**src/hw/cimc_pkg.sv**
```systemverilog
`default_nettype none
package cimc_pkg;
	localparam logic [7:0] CIMC_FLAG0_OFS = 8'h00;
	localparam logic [7:0] CIMC_FLAG1_OFS = 8'h01;
	localparam logic [7:0] CIMC_FLAG2_OFS = 8'h02;
	localparam logic [7:0] CIMC_MASK0_OFS = 8'h03;
	localparam logic [7:0] CIMC_MASK1_OFS = 8'h04;
	localparam logic [7:0] CIMC_MASK2_OFS = 8'h05;
	localparam logic [7:0] CIMC_STAT_OFS = 8'h06;
	localparam logic [7:0] CIMC_CTRL_OFS = 8'h07;
	localparam logic [7:0] CIMC_MASK0_RST = 8'h03;
	localparam logic [7:0] CIMC_MASK1_RST = 8'hB8;
	localparam logic [7:0] CIMC_MASK2_RST = 8'hFF;
	localparam logic [7:0] CIMC_CTRL_RST = 8'h42;
	localparam logic [7:0] CIMC_CTRL_WMASK = 8'h4F;
	localparam int CIMC_CTRL_CMP_BIT = 6;
	localparam int CIMC_CTRL_SWRST_BIT = 3;
	localparam int CIMC_CTRL_SUSP_BIT = 2;
	localparam int CIMC_CTRL_CHG_BIT = 1;
	localparam int CIMC_CTRL_BOOST_BIT = 0;
	localparam logic [7:0] CIMC_CMP_EV0 = 8'h04;
	localparam logic [7:0] CIMC_CMP_EV1 = 8'h20;
	localparam logic [7:0] CIMC_CMP_EV2 = 8'h0D;
	localparam logic [7:0] CIMC_MASK2_RSVD = 8'hF0;

	typedef struct packed {
		logic wr;
		logic rd;
		logic [7:0] addr;
		logic [7:0] wdata;
	} cimc_req_t;

	typedef struct packed {
		logic rail_overload_flag;
		logic discharge_limit_flag;
		logic thermal_shutdown_flag;
		logic battery_present_flag;
		logic suspend_active;
	} cimc_live_t;

	typedef struct packed {
		logic comparator_enable;
		logic input_switch_suspend;
		logic charger_enable;
		logic boost_output_enable;
	} cimc_ctl_t;
endpackage
`default_nettype wire

```
**src/hw/cimc_regbank.sv**
```systemverilog
`default_nettype none
// Functional notes
// - Mask bit zero passes its event to the interrupt; one suppresses it.
// - First mask gates input and thermal events, bit 7 down to 0.
// - First mask resets to 0x03, thermal events masked.
// - Second mask gates timer, battery, boost, restart, done, top-off events.
// - Second mask resets to 0xB8.
// - Third mask resets 0xFF; low nibble gates rail events; software writes ones above.
// - Status is read-only; bits 7:5 reserved, read zero.
// - Status bit 4 shows rail overload with valid input.
// - Status bit 3 shows discharge current limit.
// - Status bit 2 shows thermal shutdown.
// - Status bit 1 shows battery attached.
// - Status bit 0 shows suspend enabled.
// - Control bit 6 enables event comparators; resets to one.
// - Control bit 3 pulses a charge-parameter reset and self-clears.
// - Control bit 2 suspends the input switch; resets to zero.
// - Control bits 1 and 0 enable charger and boost; register resets 0x42.
// - Three clear-on-read flag registers at 00 to 02, one bit per mask bit.
// - Comparator events without valid input flag only when comparators enabled.
module cimc_regbank (
	input wire logic clk_in, // 100 MHz clock.
	input wire logic rst_b_in, // Asynchronous reset, low at rail undervoltage.
	input wire cimc_pkg::cimc_req_t req_in, // Register access from the serial front end.
	input wire logic [23:0] event_in, // Event pulses, flag register 2..0 bit order.
	input wire logic input_valid_in, // Valid input supply present, same clock.
	input wire cimc_pkg::cimc_live_t live_in, // Live conditions, same clock.
	output logic [7:0] rdata_out, // Read data, valid the cycle after rd.
	output logic irq_out, // Interrupt, registered: high the cycle after an unmasked flag is set, low the cycle after none is.
	output cimc_pkg::cimc_ctl_t ctl_out, // Control bits to the power stage.
	output logic param_reset_out // One-cycle charge-parameter reset pulse.
);
	import cimc_pkg::*;

	logic [7:0] mask_r [3];
	logic [7:0] flag_r [3];
	logic [7:0] ctrl_r;
	logic [7:0] stat_nxt;
	logic [7:0] rd_nxt;
	logic [23:0] ev_gated;
	logic [23:0] cmp_sel;
	logic wr_ctrl;

	assign cmp_sel = {CIMC_CMP_EV2, CIMC_CMP_EV1, CIMC_CMP_EV0};
	// Comparator-sourced events are dropped only when no valid input is present and the comparators are disabled.
	assign ev_gated = event_in &
		~(cmp_sel & {24{~input_valid_in & ~ctrl_r[CIMC_CTRL_CMP_BIT]}});
	assign stat_nxt = {3'h0, live_in};
	assign wr_ctrl = req_in.wr && (req_in.addr == CIMC_CTRL_OFS);

	// Flags set wins over the clear-on-read of the same cycle.
	genvar g;
	generate
		for (g = 0; g < 3; g++) begin : g_reg
			always_ff @(posedge clk_in or negedge rst_b_in) begin
				if (!rst_b_in) begin
					flag_r[g] <= 8'h00;
				end else begin
					flag_r[g] <= ((req_in.rd && req_in.addr == CIMC_FLAG0_OFS + 8'(g)) ?
						8'h00 : flag_r[g]) | ev_gated[g*8 +: 8];
				end
			end
			always_ff @(posedge clk_in or negedge rst_b_in) begin
				if (!rst_b_in) begin
					mask_r[g] <= (g == 0) ? CIMC_MASK0_RST :
						(g == 1) ? CIMC_MASK1_RST : CIMC_MASK2_RST;
				end else if (req_in.wr && req_in.addr == CIMC_MASK0_OFS + 8'(g)) begin
					mask_r[g] <= req_in.wdata;
				end
			end
		end
	endgenerate

	always_ff @(posedge clk_in or negedge rst_b_in) begin
		if (!rst_b_in) begin
			ctrl_r <= CIMC_CTRL_RST;
		end else if (wr_ctrl) begin
			ctrl_r <= req_in.wdata & CIMC_CTRL_WMASK & ~(8'h01 << CIMC_CTRL_SWRST_BIT);
		end
	end

	always_ff @(posedge clk_in or negedge rst_b_in) begin
		if (!rst_b_in) begin
			param_reset_out <= 1'b0;
		end else begin
			param_reset_out <= wr_ctrl && req_in.wdata[CIMC_CTRL_SWRST_BIT];
		end
	end

	always_ff @(posedge clk_in or negedge rst_b_in) begin
		if (!rst_b_in) begin
			ctl_out <= '{1'b1, 1'b0, 1'b1, 1'b0};
		end else begin
			ctl_out.comparator_enable <= ctrl_r[CIMC_CTRL_CMP_BIT];
			ctl_out.input_switch_suspend <= ctrl_r[CIMC_CTRL_SUSP_BIT];
			ctl_out.charger_enable <= ctrl_r[CIMC_CTRL_CHG_BIT];
			ctl_out.boost_output_enable <= ctrl_r[CIMC_CTRL_BOOST_BIT];
		end
	end

	always_ff @(posedge clk_in or negedge rst_b_in) begin
		if (!rst_b_in) begin
			irq_out <= 1'b0;
		end else begin
			irq_out <= |((flag_r[0] & ~mask_r[0]) | (flag_r[1] & ~mask_r[1]) |
				(flag_r[2] & ~mask_r[2]));
		end
	end

	always_comb begin
		case (req_in.addr)
			CIMC_FLAG0_OFS: rd_nxt = flag_r[0];
			CIMC_FLAG1_OFS: rd_nxt = flag_r[1];
			CIMC_FLAG2_OFS: rd_nxt = flag_r[2];
			CIMC_MASK0_OFS: rd_nxt = mask_r[0];
			CIMC_MASK1_OFS: rd_nxt = mask_r[1];
			CIMC_MASK2_OFS: rd_nxt = mask_r[2];
			CIMC_STAT_OFS: rd_nxt = stat_nxt;
			CIMC_CTRL_OFS: rd_nxt = ctrl_r;
			default: rd_nxt = 8'h00;
		endcase
	end

	always_ff @(posedge clk_in or negedge rst_b_in) begin
		if (!rst_b_in) begin
			rdata_out <= 8'h00;
		end else if (req_in.rd) begin
			rdata_out <= rd_nxt;
		end
	end

	irq_unmasked_a: assert property (@(posedge clk_in) disable iff (!rst_b_in)
		((flag_r[0] & ~mask_r[0]) != 8'h00) |=> irq_out)
		else $error("unmasked flag did not raise interrupt");
	irq_masked_a: assert property (@(posedge clk_in) disable iff (!rst_b_in)
		(((flag_r[0] & ~mask_r[0]) | (flag_r[1] & ~mask_r[1]) |
		(flag_r[2] & ~mask_r[2])) == 8'h00) |=> !irq_out)
		else $error("interrupt without unmasked flag");
	flag_latch_a: assert property (@(posedge clk_in) disable iff (!rst_b_in)
		ev_gated[0] |=> flag_r[0][0])
		else $error("event lost in flag register");
	cmp_gate_a: assert property (@(posedge clk_in) disable iff (!rst_b_in)
		(!input_valid_in && !ctrl_r[CIMC_CTRL_CMP_BIT] && !flag_r[0][2] &&
		!(req_in.rd && req_in.addr == CIMC_FLAG0_OFS)) |=> !flag_r[0][2])
		else $error("comparator event flagged while disabled");
	swrst_pulse_a: assert property (@(posedge clk_in) disable iff (!rst_b_in)
		(wr_ctrl && req_in.wdata[CIMC_CTRL_SWRST_BIT]) |=>
		(param_reset_out && !ctrl_r[CIMC_CTRL_SWRST_BIT]) ##1
		(!param_reset_out || $past(wr_ctrl && req_in.wdata[CIMC_CTRL_SWRST_BIT])))
		else $error("software reset not a self-clearing pulse");

	// The pulse never appears without a write of one to the reset bit.
	prst_only_a: assert property (@(posedge clk_in) disable iff (!rst_b_in)
		!(wr_ctrl && req_in.wdata[CIMC_CTRL_SWRST_BIT]) |=> !param_reset_out)
		else $error("parameter reset pulse without request");

	// The stored reset bit always reads back as zero.
	swrst_clear_a: assert property (@(posedge clk_in) disable iff (!rst_b_in)
		!ctrl_r[CIMC_CTRL_SWRST_BIT])
		else $error("software reset bit did not self-clear");

	// Reserved control bits never hold a one.
	ctrl_rsvd_a: assert property (@(posedge clk_in) disable iff (!rst_b_in)
		(ctrl_r & ~CIMC_CTRL_WMASK) == 8'h00)
		else $error("reserved control bit set");

	// Boost enable follows the written value two cycles later.
	boost_write_a: assert property (@(posedge clk_in) disable iff (!rst_b_in)
		wr_ctrl |=> ##1 (ctl_out.boost_output_enable == $past(req_in.wdata[0], 2)))
		else $error("boost enable not following write");

	// Comparator enable follows the written value two cycles later.
	cmp_write_a: assert property (@(posedge clk_in) disable iff (!rst_b_in)
		wr_ctrl |=> ##1 (ctl_out.comparator_enable == $past(req_in.wdata[6], 2)))
		else $error("comparator enable not following write");

	// The second and third flag registers also reach the interrupt.
	irq_flag1_a: assert property (@(posedge clk_in) disable iff (!rst_b_in)
		((flag_r[1] & ~mask_r[1]) != 8'h00) |=> irq_out)
		else $error("unmasked charge flag did not raise interrupt");

	irq_flag2_a: assert property (@(posedge clk_in) disable iff (!rst_b_in)
		((flag_r[2] & ~mask_r[2]) != 8'h00) |=> irq_out)
		else $error("unmasked rail flag did not raise interrupt");

	// A read with no new event empties the flag register.
	flag0_clear_a: assert property (@(posedge clk_in) disable iff (!rst_b_in)
		(req_in.rd && req_in.addr == CIMC_FLAG0_OFS && ev_gated[7:0] == 8'h00) |=>
		(flag_r[0] == 8'h00))
		else $error("first flag register not cleared by read");

	flag1_clear_a: assert property (@(posedge clk_in) disable iff (!rst_b_in)
		(req_in.rd && req_in.addr == CIMC_FLAG1_OFS && ev_gated[15:8] == 8'h00) |=>
		(flag_r[1] == 8'h00))
		else $error("second flag register not cleared by read");

	flag2_clear_a: assert property (@(posedge clk_in) disable iff (!rst_b_in)
		(req_in.rd && req_in.addr == CIMC_FLAG2_OFS && ev_gated[23:16] == 8'h00) |=>
		(flag_r[2] == 8'h00))
		else $error("third flag register not cleared by read");

	// Without a read, a set flag stays set.
	flag_hold_a: assert property (@(posedge clk_in) disable iff (!rst_b_in)
		!(req_in.rd && req_in.addr == CIMC_FLAG1_OFS) |=>
		((flag_r[1] & $past(flag_r[1])) == $past(flag_r[1])))
		else $error("flag lost without a read");

	// A masked event still latches its flag.
	masked_latch_a: assert property (@(posedge clk_in) disable iff (!rst_b_in)
		(ev_gated[8] && mask_r[1][0]) |=> flag_r[1][0])
		else $error("masked event did not latch");

	// Comparator events stay silent while disabled without a valid input.
	cmp_weak_a: assert property (@(posedge clk_in) disable iff (!rst_b_in)
		(!input_valid_in && !ctrl_r[CIMC_CTRL_CMP_BIT] && !flag_r[1][5] &&
		!(req_in.rd && req_in.addr == CIMC_FLAG1_OFS)) |=> !flag_r[1][5])
		else $error("weak battery event flagged while disabled");

	cmp_rail_a: assert property (@(posedge clk_in) disable iff (!rst_b_in)
		(!input_valid_in && !ctrl_r[CIMC_CTRL_CMP_BIT] &&
		(flag_r[2] & CIMC_CMP_EV2) == 8'h00) |=> ((flag_r[2] & CIMC_CMP_EV2) == 8'h00))
		else $error("rail event flagged while disabled");

	// With a valid input the comparator events are always reported.
	cmp_override_a: assert property (@(posedge clk_in) disable iff (!rst_b_in)
		(input_valid_in && event_in[2]) |=> flag_r[0][2])
		else $error("comparator event lost with valid input");

	// The other two masks store what is written.
	mask0_write_a: assert property (@(posedge clk_in) disable iff (!rst_b_in)
		(req_in.wr && req_in.addr == CIMC_MASK0_OFS) |=> (mask_r[0] == $past(req_in.wdata)))
		else $error("first mask write not stored");

	mask2_write_a: assert property (@(posedge clk_in) disable iff (!rst_b_in)
		(req_in.wr && req_in.addr == CIMC_MASK2_OFS) |=> (mask_r[2] == $past(req_in.wdata)))
		else $error("third mask write not stored");

	// A mask changes only when it is written.
	mask_hold_a: assert property (@(posedge clk_in) disable iff (!rst_b_in)
		!(req_in.wr && req_in.addr == CIMC_MASK0_OFS) |=> $stable(mask_r[0]))
		else $error("first mask changed without a write");

	// Reserved status bits read as zero.
	stat_rsvd_a: assert property (@(posedge clk_in) disable iff (!rst_b_in)
		(req_in.rd && req_in.addr == CIMC_STAT_OFS) |=> (rdata_out[7:5] == 3'h0))
		else $error("reserved status bits not zero");

	// Read data stands until the next read.
	rdata_hold_a: assert property (@(posedge clk_in) disable iff (!rst_b_in)
		!req_in.rd |=> $stable(rdata_out))
		else $error("read data changed without a read");

	// Unmapped offsets read as zero.
	unmapped_rd_a: assert property (@(posedge clk_in) disable iff (!rst_b_in)
		(req_in.rd && req_in.addr > CIMC_CTRL_OFS) |=> (rdata_out == 8'h00))
		else $error("unmapped read not zero");
	status_live_a: assert property (@(posedge clk_in) disable iff (!rst_b_in)
		(req_in.rd && req_in.addr == CIMC_STAT_OFS) |=>
		(rdata_out == {3'h0, $past(live_in)}))
		else $error("status read mismatch");
	ctrl_write_a: assert property (@(posedge clk_in) disable iff (!rst_b_in)
		wr_ctrl |=> ##1 (ctl_out.charger_enable == $past(req_in.wdata[1], 2)))
		else $error("charger enable not following write");
	susp_write_a: assert property (@(posedge clk_in) disable iff (!rst_b_in)
		wr_ctrl |=> ##1 (ctl_out.input_switch_suspend == $past(req_in.wdata[2], 2)))
		else $error("suspend not following write");
	mask_write_a: assert property (@(posedge clk_in) disable iff (!rst_b_in)
		(req_in.wr && req_in.addr == CIMC_MASK1_OFS) |=> (mask_r[1] == $past(req_in.wdata)))
		else $error("mask write not stored");
endmodule // cimc_regbank
`default_nettype wire

```
**config.mk**
```make
export PLATFORM = sky130hd
export DESIGN_NAME = cimc_regbank
export DESIGN_NICKNAME = d
export VERILOG_FILES = /design/src/hw/cimc_pkg.sv /design/src/hw/cimc_regbank.sv
export SDC_FILE = /design/constraint.sdc
export NUM_CORES = 1
export LEC_CHECK = 0
export ABC_CLOCK_PERIOD_IN_PS = 1700
export BUFFER_PORTS_ARGS = -buffer_cell sky130_fd_sc_hd__buf_2
export CORE_MARGIN = 4
export CORE_UTILIZATION = 40
export CTS_CLUSTER_SIZE = 16
export DETAILED_ROUTE_END_ITERATION = 10
export PLACE_DENSITY = 0.64
export SYNTH_ARGS = -nofsm -noshare
export SYNTH_HDL_FRONTEND = slang
export SYNTH_SLANG_ARGS = --single-unit
```
**constraint.sdc**
```tcl
create_clock -name clk_in -period 1.7 [get_ports clk_in]
set_input_delay 0.17 -clock clk_in [delete_from_list [all_inputs] [get_ports clk_in]]
set_output_delay 0.17 -clock clk_in [all_outputs]
set_load 0.05 [all_outputs]
```
# --- Word-level counts from Yosys, hierarchy flattened ---
# Index checks and enable logic that the tools add are counted.
classes:
  add_sub_neg: 0
  multipliers: 0
  div: 0
  order_cmp: 0
  n_eq_ne: 7
  n_shift: 0
  n_mux: 4
  n_bitwise: 16
  n_reduce_logical: 10
ops:
  columns: ["cell", "n"]
  rows:
  - ["case mux 8 bit (8 select lines)", 1]
  - ["OR 8 bit", 5]
  - ["equality test 8 x 3 -> 1 bit (second input constant)", 4]
  - ["AND 24 bit", 1]
  - ["AND 8 bit", 3]
  - ["2-to-1 mux 8 bit", 3]
  - ["NOT 20 -> 24 bit", 1]
  - ["NOT 8 bit", 3]
  - ["equality test 8 x 2 -> 1 bit (second input constant)", 2]
  - ["equality test 8 x 1 -> 1 bit (second input constant)", 1]
  - ["logical AND 1 bit", 8]
  - ["logical NOT 8 bit", 1]
  - ["OR reduction 8 bit", 1]
  - ["NOT 1 bit", 2]
  - ["AND 1 bit", 1]
totals:
  ff_bits: 66
  latch_bits: 0
  mem_bits_rw: 0
  romBits: 0
  wordCells: 51
  memories: 0

# --- Logic depth before layout (Yosys ltp) ---
# Gate-level depths: netlist (run 1).
logic_depth:
  word_depth: 5
  depth_mapped: 7

# --- Least setup slack after synthesis (run 1) ---
# No wires, ideal clock.
synth_path:
  path_type: "in2reg"
  start: "input req_in[13] (netlist bit)"
  end: "register flag_r[0] (netlist bit)"
  setup_ps: 121
  arrival_time_ps: 1539
  path_slack_ps: 40
  path_stages: 4
  n_path_buf: 0
  path_cell_list: "or4_4 nor4b_4 nand3b_2 a22o_2"
synth_via:
  elab_chain_cells: 4
synth_rtl:
  columns: ["item", "line", "rtl"]
  rows:
  - ["start: declaration", "cimc_regbank.sv:24", "input wire cimc_pkg::cimc_req_t req_in,"]
  - ["equality test 8 x 2 -> 1 bit", "cimc_regbank.sv:59", "flag_r[g] <= ((req_in.rd && req_in.addr == CIMC_FLAG0_OFS + 8'(g)) ?"]
  - ["logical AND 1 bit", "cimc_regbank.sv:59", null]
  - ["2-to-1 mux 8 bit", "cimc_regbank.sv:59", null]
  - ["OR 8 bit", "cimc_regbank.sv:60", "8'h00 : flag_r[g]) | ev_gated[g*8 +: 8];"]
  - ["end signal: indexed assignment", "cimc_regbank.sv:59", null]
  - ["end: declaration", "cimc_regbank.sv:36", "logic [7:0] flag_r [3];"]
# Every way passes these cells.
# A chain may end at the register's enable or synchronous reset.

# --- Worst setup path in the final report (run 1) ---
layout_path:
  start: "input req_in[13] (netlist bit)"
  end: "register flag_r[3] (netlist bit)"
# Same word-level chain as after synthesis.

==> out/results.txt, run 1 <==
DRT iter0 DRCs = 99
Bufs and invs on worst path = 1
Tcrit/Tclk final = 95.0%
ranking of synthesized cells by area = dfrtp_1, dfstp_2, mux2_2, mux4_2, inv_1
CP peak stage delay = 0.55 ns
Switch Pwr = 761 uW
initial antenna violation count = 0
Unique masters post-synth = 34
Filler cells = 668
most common cell in the netlist = dfrtp_1
Crit Path Max Fanout = 8
status = completed
max-cap violation count = 0
routed vias/inst = 5.25
TritonCTS buffer count = 9
Post-Synth Simple-Gate Area = 7.77%
adder-cell area share of the yosys netlist = 0%
GRT Overall Usage = 19.2%
Slew HR = 73.7%
Root Buffer = clkbuf_8
post-route ant nets = 0
first-pass iteration count of the detailed router = 4
Clock transition at path regs = 0.07 ns
CTS tree = yes
clock network fraction of total power = 39.9%
vias in the first global route = 2392
RSZ-0062 raised after global routing = no
# IOs = 64
post-synthesis compound-gate area fraction = 13.0%
XOR/XNOR Fraction of Synth Area = 0%
Final Max Slew Viols = 0
ys flop type = dfrtp_1
CTS Hold Bufs = 10
Max H-tree Level = 3
synth cell count leaders = dfrtp_1, inv_1, mux2_2
largest net degree at the start of global routing = 41
routability cong. = 0.872
Post-Syn Area = 3060 um2
Seq/Total Area, Yosys = 54.7%
worst skew pair latency = 0.34 ns
Power Total = 3.31 mW
crit-path cells = buf_2 > or4_4 > nor4b_4 > nand3b_2 > a22o_2
ANT cells = 0
EDFF count, synth = 0
Post-CTS Setup Bufs = 0
Power Internal = 2.55 mW
Rows = 31
sequential fraction of design power = 50.1%
dpl hpwl = 6110 um
via count = 2332
asr flop ratio synth = 100%
Die ar. = 9110 um2
share of layout cells above drive strength 1 = 47.0%
largest area contributor in the netlist = dfrtp_1
critical path class = input pin to flip-flop
post-cts resize count = 0
synthesized flop and latch total = 66
CP top delay family = simple AND/OR/NAND/NOR gates
fmax = 619 MHz
synthesized instance count = 243
sw frac = 23.0%
CP startpoint kind = input pin
Worst Hold Class = input pin to flip-flop
Final setup viols = 0
syn nets = 293
final net count = 390
Final TNS setup = 0 ns
final hold violations = 0
WHS = 0.0121 ns
top-area cell type share of the netlist area = 39.2%
DR WL/cell = 17.9 um
power share of the combinational group = 10.0%
overflow left after global routing = 0
Ys Warns = 0
slowest CP cell = or4_4
syn_area_per_cell = 12.6 um2
first-pass GRT wire length = 12700 um
Total Wirelength = 7960 um
Static Leakage = 1.95 nW
Synth-to-Final Area Change = 30.1%
die height = 95.5 um
nature of the critical path endpoint = flip-flop
maximum VDD drop = 0.000325 V
critical path arrival = 1.84 ns
Cell Pwr Density = 832 nW/um2
fin crit period = 1.62 ns
clk buf depth = 2
Core Box Area = 7330 um2
Die X = 95.5 um
worst-margin pin slew = 0.391 ns
mux cell area share after synthesis = 19.9%
# DRC = 0
Clock Sinks = 66
Core Util, Final = 54.3%
clock skew = 0.00490 ns
Req. time, crit path = 1.93 ns
main combinational cell family by area after synthesis = multiplexers
# port buffers = 63
starting density of the core = 41.7%
registers in the layout, indices dropped and copies added, names as in the netlist:
register / cells
ctl_out: 4
ctrl_r: 4
flag_r: 24
irq_out: 1
mask_r: 24
param_reset_out: 1
rdata_out: 8
cell type report:
| cell class | instances | area [um2] | area share (%) |
|---|---|---|---|
| clock buffer | 14 | 163 | 4.09 |
| clock inverter | 2 | 35.0 | 0.880 |
| inverter | 30 | 113 | 2.83 |
| multi-input combinational | 140 | 1240 | 31.2 |
| sequential | 66 | 1670 | 42.0 |
| tap | 99 | 124 | 3.11 |
| timing repair buffer | 93 | 631 | 15.8 |
routing by layer:
metal	up-vias	global-route usage (%)	wire length, um
met5	-	0	0
met4	0	8.77	200
met3	15	4.18	361
met2	63	29.3	3700
met1	1169	26.1	3700
li1	1085	-	-
cells in the final DEF, fill, tap and decap left out, drive strengths merged, types with 2 or more instances in the layout:
master,count
mux4,8
dfstp,18
a22oi,2
clkbuf,14
a21oi,3
buf,82
a21o,19
mux2,30
o221ai,2
o22ai,12
nand2,11
or4,2
o21ai,3
nand3,2
inv,30
nor2,5
a221o,3
dlygate4sd3,11
a22o,7
nor2b,7
mux2i,9
nor3,2
dfrtp,48
nor4,5
power groups by stage:
stage          clock, mW  combinational [mW]  sequential [mW]
6_report            1.32               0.330             1.66
5_1_grt             1.44               0.357             1.66
4_1_cts             1.35               0.332             1.66
3_5_place_dp           0               0.313             1.69
3_3_place_gp           0               0.309             1.68
2_1_floorplan          0               0.125             1.70
worst register-to-register path: stages, from the launching register on:
cell and delay [ns]:
dfrtp_1 0.40, mux4_2 0.52, a221o_1 0.36
final timing paths:
kind / from / end / slack [ns] / cells past startpoint
worst max-delay path: req_in[13] / flag_r[3] / 0.08 / 5
worst min-delay path: event_in[4] / flag_r[20] / 0.01 / 2
worst max register to register: ctrl_r[0] / rdata_out[0] / 0.30 / 2
worst min register to register: ctrl_r[1] / ctl_out[1] / 0.38 / 0
max in group asynchronous: rst_b_in / ctrl_r[1] / 1.07 / 3
min in group asynchronous: rst_b_in / mask_r[8] / 0.34 / 3
cell families (layout without fill, tap and decap cells):
logic type             count (synthesis)  count (layout)
multiplexers                          47              47
flip-flops                            66              66
AND/OR/NAND/NOR                       40              40
AO/OA/AOI/OAI                         53              53
buffers and inverters                 37             139
per-stage QoR:
stage                     setup WS, ns  instance area (um2)  instances
final                           0.0847                 3980        444
after global routing           0.00455                 3980        444
after CTS                       0.0815                 3970        443
after detailed placement        -0.277                 3670        417
after global placement          -0.222                 3670        417
after floorplan                 0.0402                 3060        243
No activity file was read; power rests on OpenSTA's default activity.
==> inputs of run 2 (changes only) <==
- CTS_BUF_LIST: unset -> sky130_fd_sc_hd__clkbuf_16
- CTS_CLUSTER_DIAMETER: unset -> 30
==> run 2 against run 1 <==
Compared with the run above:
- total power grew 12%
- core utilization shrank 0.14 points
- clock power grew 32%
- maximum frequency grew 1.1%
- cell count shrank 2.3%
- largest cell class unchanged
==> out/results.txt, run 2 (same netlist as run 1, synthesis figures left out) <==
Die X = 95.5 um
critical path class = input pin to flip-flop
Largest regs = flag_r (24), mask_r (24), rdata_out (8)
Worst Hold Class = input pin to flip-flop
Power Internal = 2.88 mW
final hold violations = 0
status = completed
crit-path cells = buf_2 > or4_4 > nor4b_4 > nand2_1 > buf_4 > a21o_1
largest net degree at the start of global routing = 41
# DRC = 0
# IOs = 64
Total Wirelength = 8060 um
final setup margin = 0.102 ns
Layout Cells excl Fill = 434
Switch Pwr = 832 uW
dpl ws = -0.277 ns
Final TNS setup = 0 ns
first-pass iteration count of the detailed router = 5
clock skew = 0.00276 ns
share of layout cells above drive strength 1 = 47.8%
Final setup viols = 0
CTS tree = yes
Tcrit/Tclk final = 94.0%
clk buf depth = 2
max-cap violation count = 0
worst-margin pin slew = 0.418 ns
Crit Path Max Fanout = 6
slowest CP cell = or4_4
most common cell after layout, fill and taps aside = buf_2
fin crit period = 1.60 ns
CP startpoint kind = input pin
Root Buffer = clkbuf_16
# port buffers = 63
routed vias/inst = 5.25
dpl hpwl = 6110 um
RSZ-0062 raised after global routing = no
fmax = 626 MHz
Cell Pwr Density = 936 nW/um2
die height = 95.5 um
Slew HR = 72.0%
power share of the combinational group = 8.4%
Core Box Area = 7330 um2
Static Leakage = 1.97 nW
nature of the critical path endpoint = flip-flop
DR WL/cell = 18.6 um
GRT Overall Usage = 19.3%
TritonCTS buffer count = 9
post-route ant nets = 0
DRT iter0 DRCs = 104
Clock transition at path regs = 0.05 ns
Clock Sinks = 66
critical path arrival = 1.81 ns
vias in the first global route = 2396
maximum VDD drop = 0.000533 V
final net count = 380
sequential fraction of design power = 44.7%
Power Total = 3.72 mW
Die ar. = 9110 um2
Rows = 31
worst skew pair latency = 0.32 ns
Bufs and invs on worst path = 2
CP peak stage delay = 0.55 ns
Synth-to-Final Area Change = 29.8%
starting density of the core = 41.7%
# placed instances = 417
first-pass GRT wire length = 12700 um
commonest non-fill, non-tap cells in the layout = buf_2, dfrtp_1, inv_1, mux2_2, dfstp_2
clock network fraction of total power = 46.9%
routability cong. = 0.872
via count = 2279
Max H-tree Level = 3
Final Max Slew Viols = 0
Post-CTS Setup Bufs = 0
ANT cells = 0
CP top delay family = simple AND/OR/NAND/NOR gates
initial antenna violation count = 0
overflow left after global routing = 0
sw frac = 22.4%
Req. time, crit path = 1.91 ns
run 2: worst paths after layout:
| check | end | cells past startpoint | start | slack, ns |
|---|---|---|---|---|
| max | flag_r[17] | 6 | req_in[13] | 0.10 |
| min | flag_r[14] | 2 | event_in[14] | 0.02 |
| max reg2reg | rdata_out[0] | 2 | ctrl_r[0] | 0.31 |
| min reg2reg | ctl_out[1] | 0 | ctrl_r[1] | 0.38 |
| max in group asynchronous | mask_r[17] | 3 | rst_b_in | 1.05 |
| min in group asynchronous | mask_r[8] | 3 | rst_b_in | 0.36 |
run 2: worst reg2reg max path: cells and delay by family (launching register included):
family          cells  cell delay (ns)
mux                 1             0.51
compound gates      1             0.36
flops               1             0.40
run 2: what timing repair did:
item / 4_1_cts / 5_1_grt
endpoints found under the hold margin: 48 / 0
gates resized for setup: 0 / 1
setup endpoints to repair: 0 / 3
hold buffers: 1 / 0
run 2: metal layers:
metal  vias up  GRT usage, %  wire, um
met5         -             0         0
met1      1135          25.5      3670
met4         0          9.24       211
li1       1060             -         -
met3        15          4.18       395
met2        69          30.0      3780
run 2: layout make-up:
cell class / instances / area, um2
clock buffers: 9 / 225
clock inverters: 7 / 53.8
fillers: 647 / 3360
inverters: 30 / 113
multi-input cells: 140 / 1250
flip-flops and latches: 66 / 1670
well taps: 99 / 124
repair buffers: 83 / 531
run 2: through the flow:
step | utilization [%] | area (um2) | hold slack [ns]
2_1_floorplan | - | 3060 | -0.126
3_3_place_gp | 50.1 | 3670 | 0.165
3_5_place_dp | 50.1 | 3670 | 0.174
4_1_cts | 54.1 | 3960 | 0.0106
5_1_grt | 54.2 | 3970 | 0.0189
6_report | 54.2 | 3970 | 0.0179
run 2: power groups by stage:
| stage | Combinational [mW] | Sequential (mW) | Clock, mW |
|---|---|---|---|
| finish | 0.313 | 1.66 | 1.74 |
| global route | 0.340 | 1.67 | 1.84 |
| CTS | 0.316 | 1.66 | 1.77 |
| detailed placement | 0.313 | 1.69 | 0 |
| global placement | 0.309 | 1.68 | 0 |
| floorplan | 0.125 | 1.70 | 0 |
==> inputs of run 3 (changes only) <==
- CORE_MARGIN: 4 -> 5
==> run 3 against run 2 <==
Compared with the run above:
- die area grew 4.2%
- sequential power is essentially flat
- cell area shrank 0.76%
- count of clock-buffer cells in the layout is the same
- sequential share of layout area grew 0.32 points
- critical path type unchanged
==> out/results.txt, run 3 (same netlist as run 1, synthesis figures left out) <==
status = completed
share of layout cells above drive strength 1 = 49.0%
routed vias/inst = 5.19
Req. time, crit path = 1.91 ns
Rows = 31
Slew HR = 69.6%
post-route ant nets = 0
# DRC = 0
clk buf depth = 2
Area after DPL = 3640 um2
worst-margin pin slew = 0.456 ns
# IOs = 64
Worst R2R Setup Slack = 0.30 ns
Die ar. = 9500 um2
worst skew pair latency = 0.33 ns
Max H-tree Level = 3
clock skew = 0.00381 ns
Clock transition at path regs = 0.05 ns
worst hold path startpoint = event_in[10]
Power Total = 3.77 mW
CTS tree = yes
Total Wirelength = 7860 um
initial antenna violation count = 0
dpl ws = -0.200 ns
Root Buffer = clkbuf_16
WHS Endpoint = flag_r[10]
max-cap violation count = 0
fin crit period = 1.60 ns
# placed instances = 417
Die X = 97.5 um
RSZ-0062 raised after global routing = no
CP startpoint kind = input pin
power share of the combinational group = 8.0%
Cell Pwr Density = 957 nW/um2
Core Box Area = 7370 um2
Worst Hold Class = input pin to flip-flop
die height = 97.5 um
RR Startpoint = ctrl_r[2]
DR WL/cell = 18.1 um
Layout Cells excl Fill = 434
ANT cells = 0
Switch Pwr = 876 uW
most common cell after layout, fill and taps aside = buf_2
final hold violations = 0
overflow left after global routing = 0
TritonCTS buffer count = 9
Final Cell Area = 3940 um2
Clock Sinks = 66
largest net degree at the start of global routing = 38
Largest regs = flag_r (24), mask_r (24), rdata_out (8)
first-pass GRT wire length = 13000 um
commonest non-fill, non-tap cells in the layout = buf_2, dfrtp_1, inv_1, mux2_2, dfstp_2
sw frac = 23.2%
vias in the first global route = 2414
Static Leakage = 1.93 nW
sequential fraction of design power = 44.1%
FF-to-FF path depth = 2
Filler cells = 664
Final setup viols = 0
Final Max Slew Viols = 0
critical path arrival = 1.81 ns
Multi-input gate area = 1240 um2
Reg-to-Reg End = rdata_out[2]
first-pass iteration count of the detailed router = 5
nature of the critical path endpoint = flip-flop
Post-CTS Setup Bufs = 0
routability cong. = 0.797
GRT Overall Usage = 17.6%
Hold Crit Depth = 2
Storage cell area = 1670 um2
critical path class = input pin to flip-flop
Tcrit/Tclk final = 93.9%
via count = 2253
Power Internal = 2.90 mW
maximum VDD drop = 0.000500 V
# port buffers = 63
DRT iter0 DRCs = 118
Synth-to-Final Area Change = 28.8%
final net count = 380
fmax = 627 MHz
dpl hpwl = 5950 um
Crit Path Max Fanout = 8
clock network fraction of total power = 48.0%
starting density of the core = 41.5%
final setup margin = 0.104 ns
[run 3: final cells by class]
| cell class | count | area share [%] |
|---|---|---|
| Clock buffer | 9 | 5.71 |
| Clock inverter | 7 | 1.78 |
| Inverter | 30 | 2.86 |
| Multi-Input combinational cell | 140 | 31.5 |
| Sequential cell | 66 | 42.5 |
| Tap cell | 99 | 3.14 |
| Timing Repair Buffer | 83 | 12.5 |
[run 3: worst max-delay path, cell delays in order]
cell and delay [ns]:
buf_2 0.10, or4_4 0.55, nor4b_4 0.37, nand3b_2 0.27, a22o_2 0.33
[run 3: power by group through the flow]
stage	registers, mW	logic (mW)	clock network (mW)
6_report	1.66	0.301	1.81
5_1_grt	1.67	0.330	1.92
4_1_cts	1.66	0.303	1.83
3_5_place_dp	1.69	0.300	0
3_3_place_gp	1.68	0.296	0
2_1_floorplan	1.70	0.125	0
[run 3: worst max-delay path by stage]
stage | from | endpoint | slack [ns] | depth (start not counted)
finish | req_in[13] | flag_r[0] | 0.10 | 5
global route | req_in[13] | flag_r[0] | 0.04 | 5
CTS | req_in[13] | flag_r[0] | 0.11 | 5
detailed placement | req_in[13] | flag_r[0] | -0.20 | 5
global placement | req_in[13] | flag_r[3] | -0.18 | 5
floorplan | req_in[13] | flag_r[0] | 0.04 | 4
[run 3: through the flow]
stage	utilization, %	TNS (ns)	hold slack [ns]
after floorplan	-	0	-0.126
after global placement	49.3	-2.04	0.211
after detailed placement	49.3	-2.81	0.214
after CTS	53.5	0	0.0135
after global routing	53.5	0	0.0131
final	53.5	0	0.0178
[run 3: layer usage]
metal,vias up,global-route usage (%),part of all wire [%]
met4,0,6.82,1.5
li1,1055,-,-
met3,10,4.52,5.4
met5,-,0,0
met1,1117,24.0,46
met2,71,27.0,47
[run 3: timing repair]
item / in CTS / in global routing
resized for setup: 0 / 0
hold buffers: 1 / 0
endpoints found under the hold margin: 48 / 0
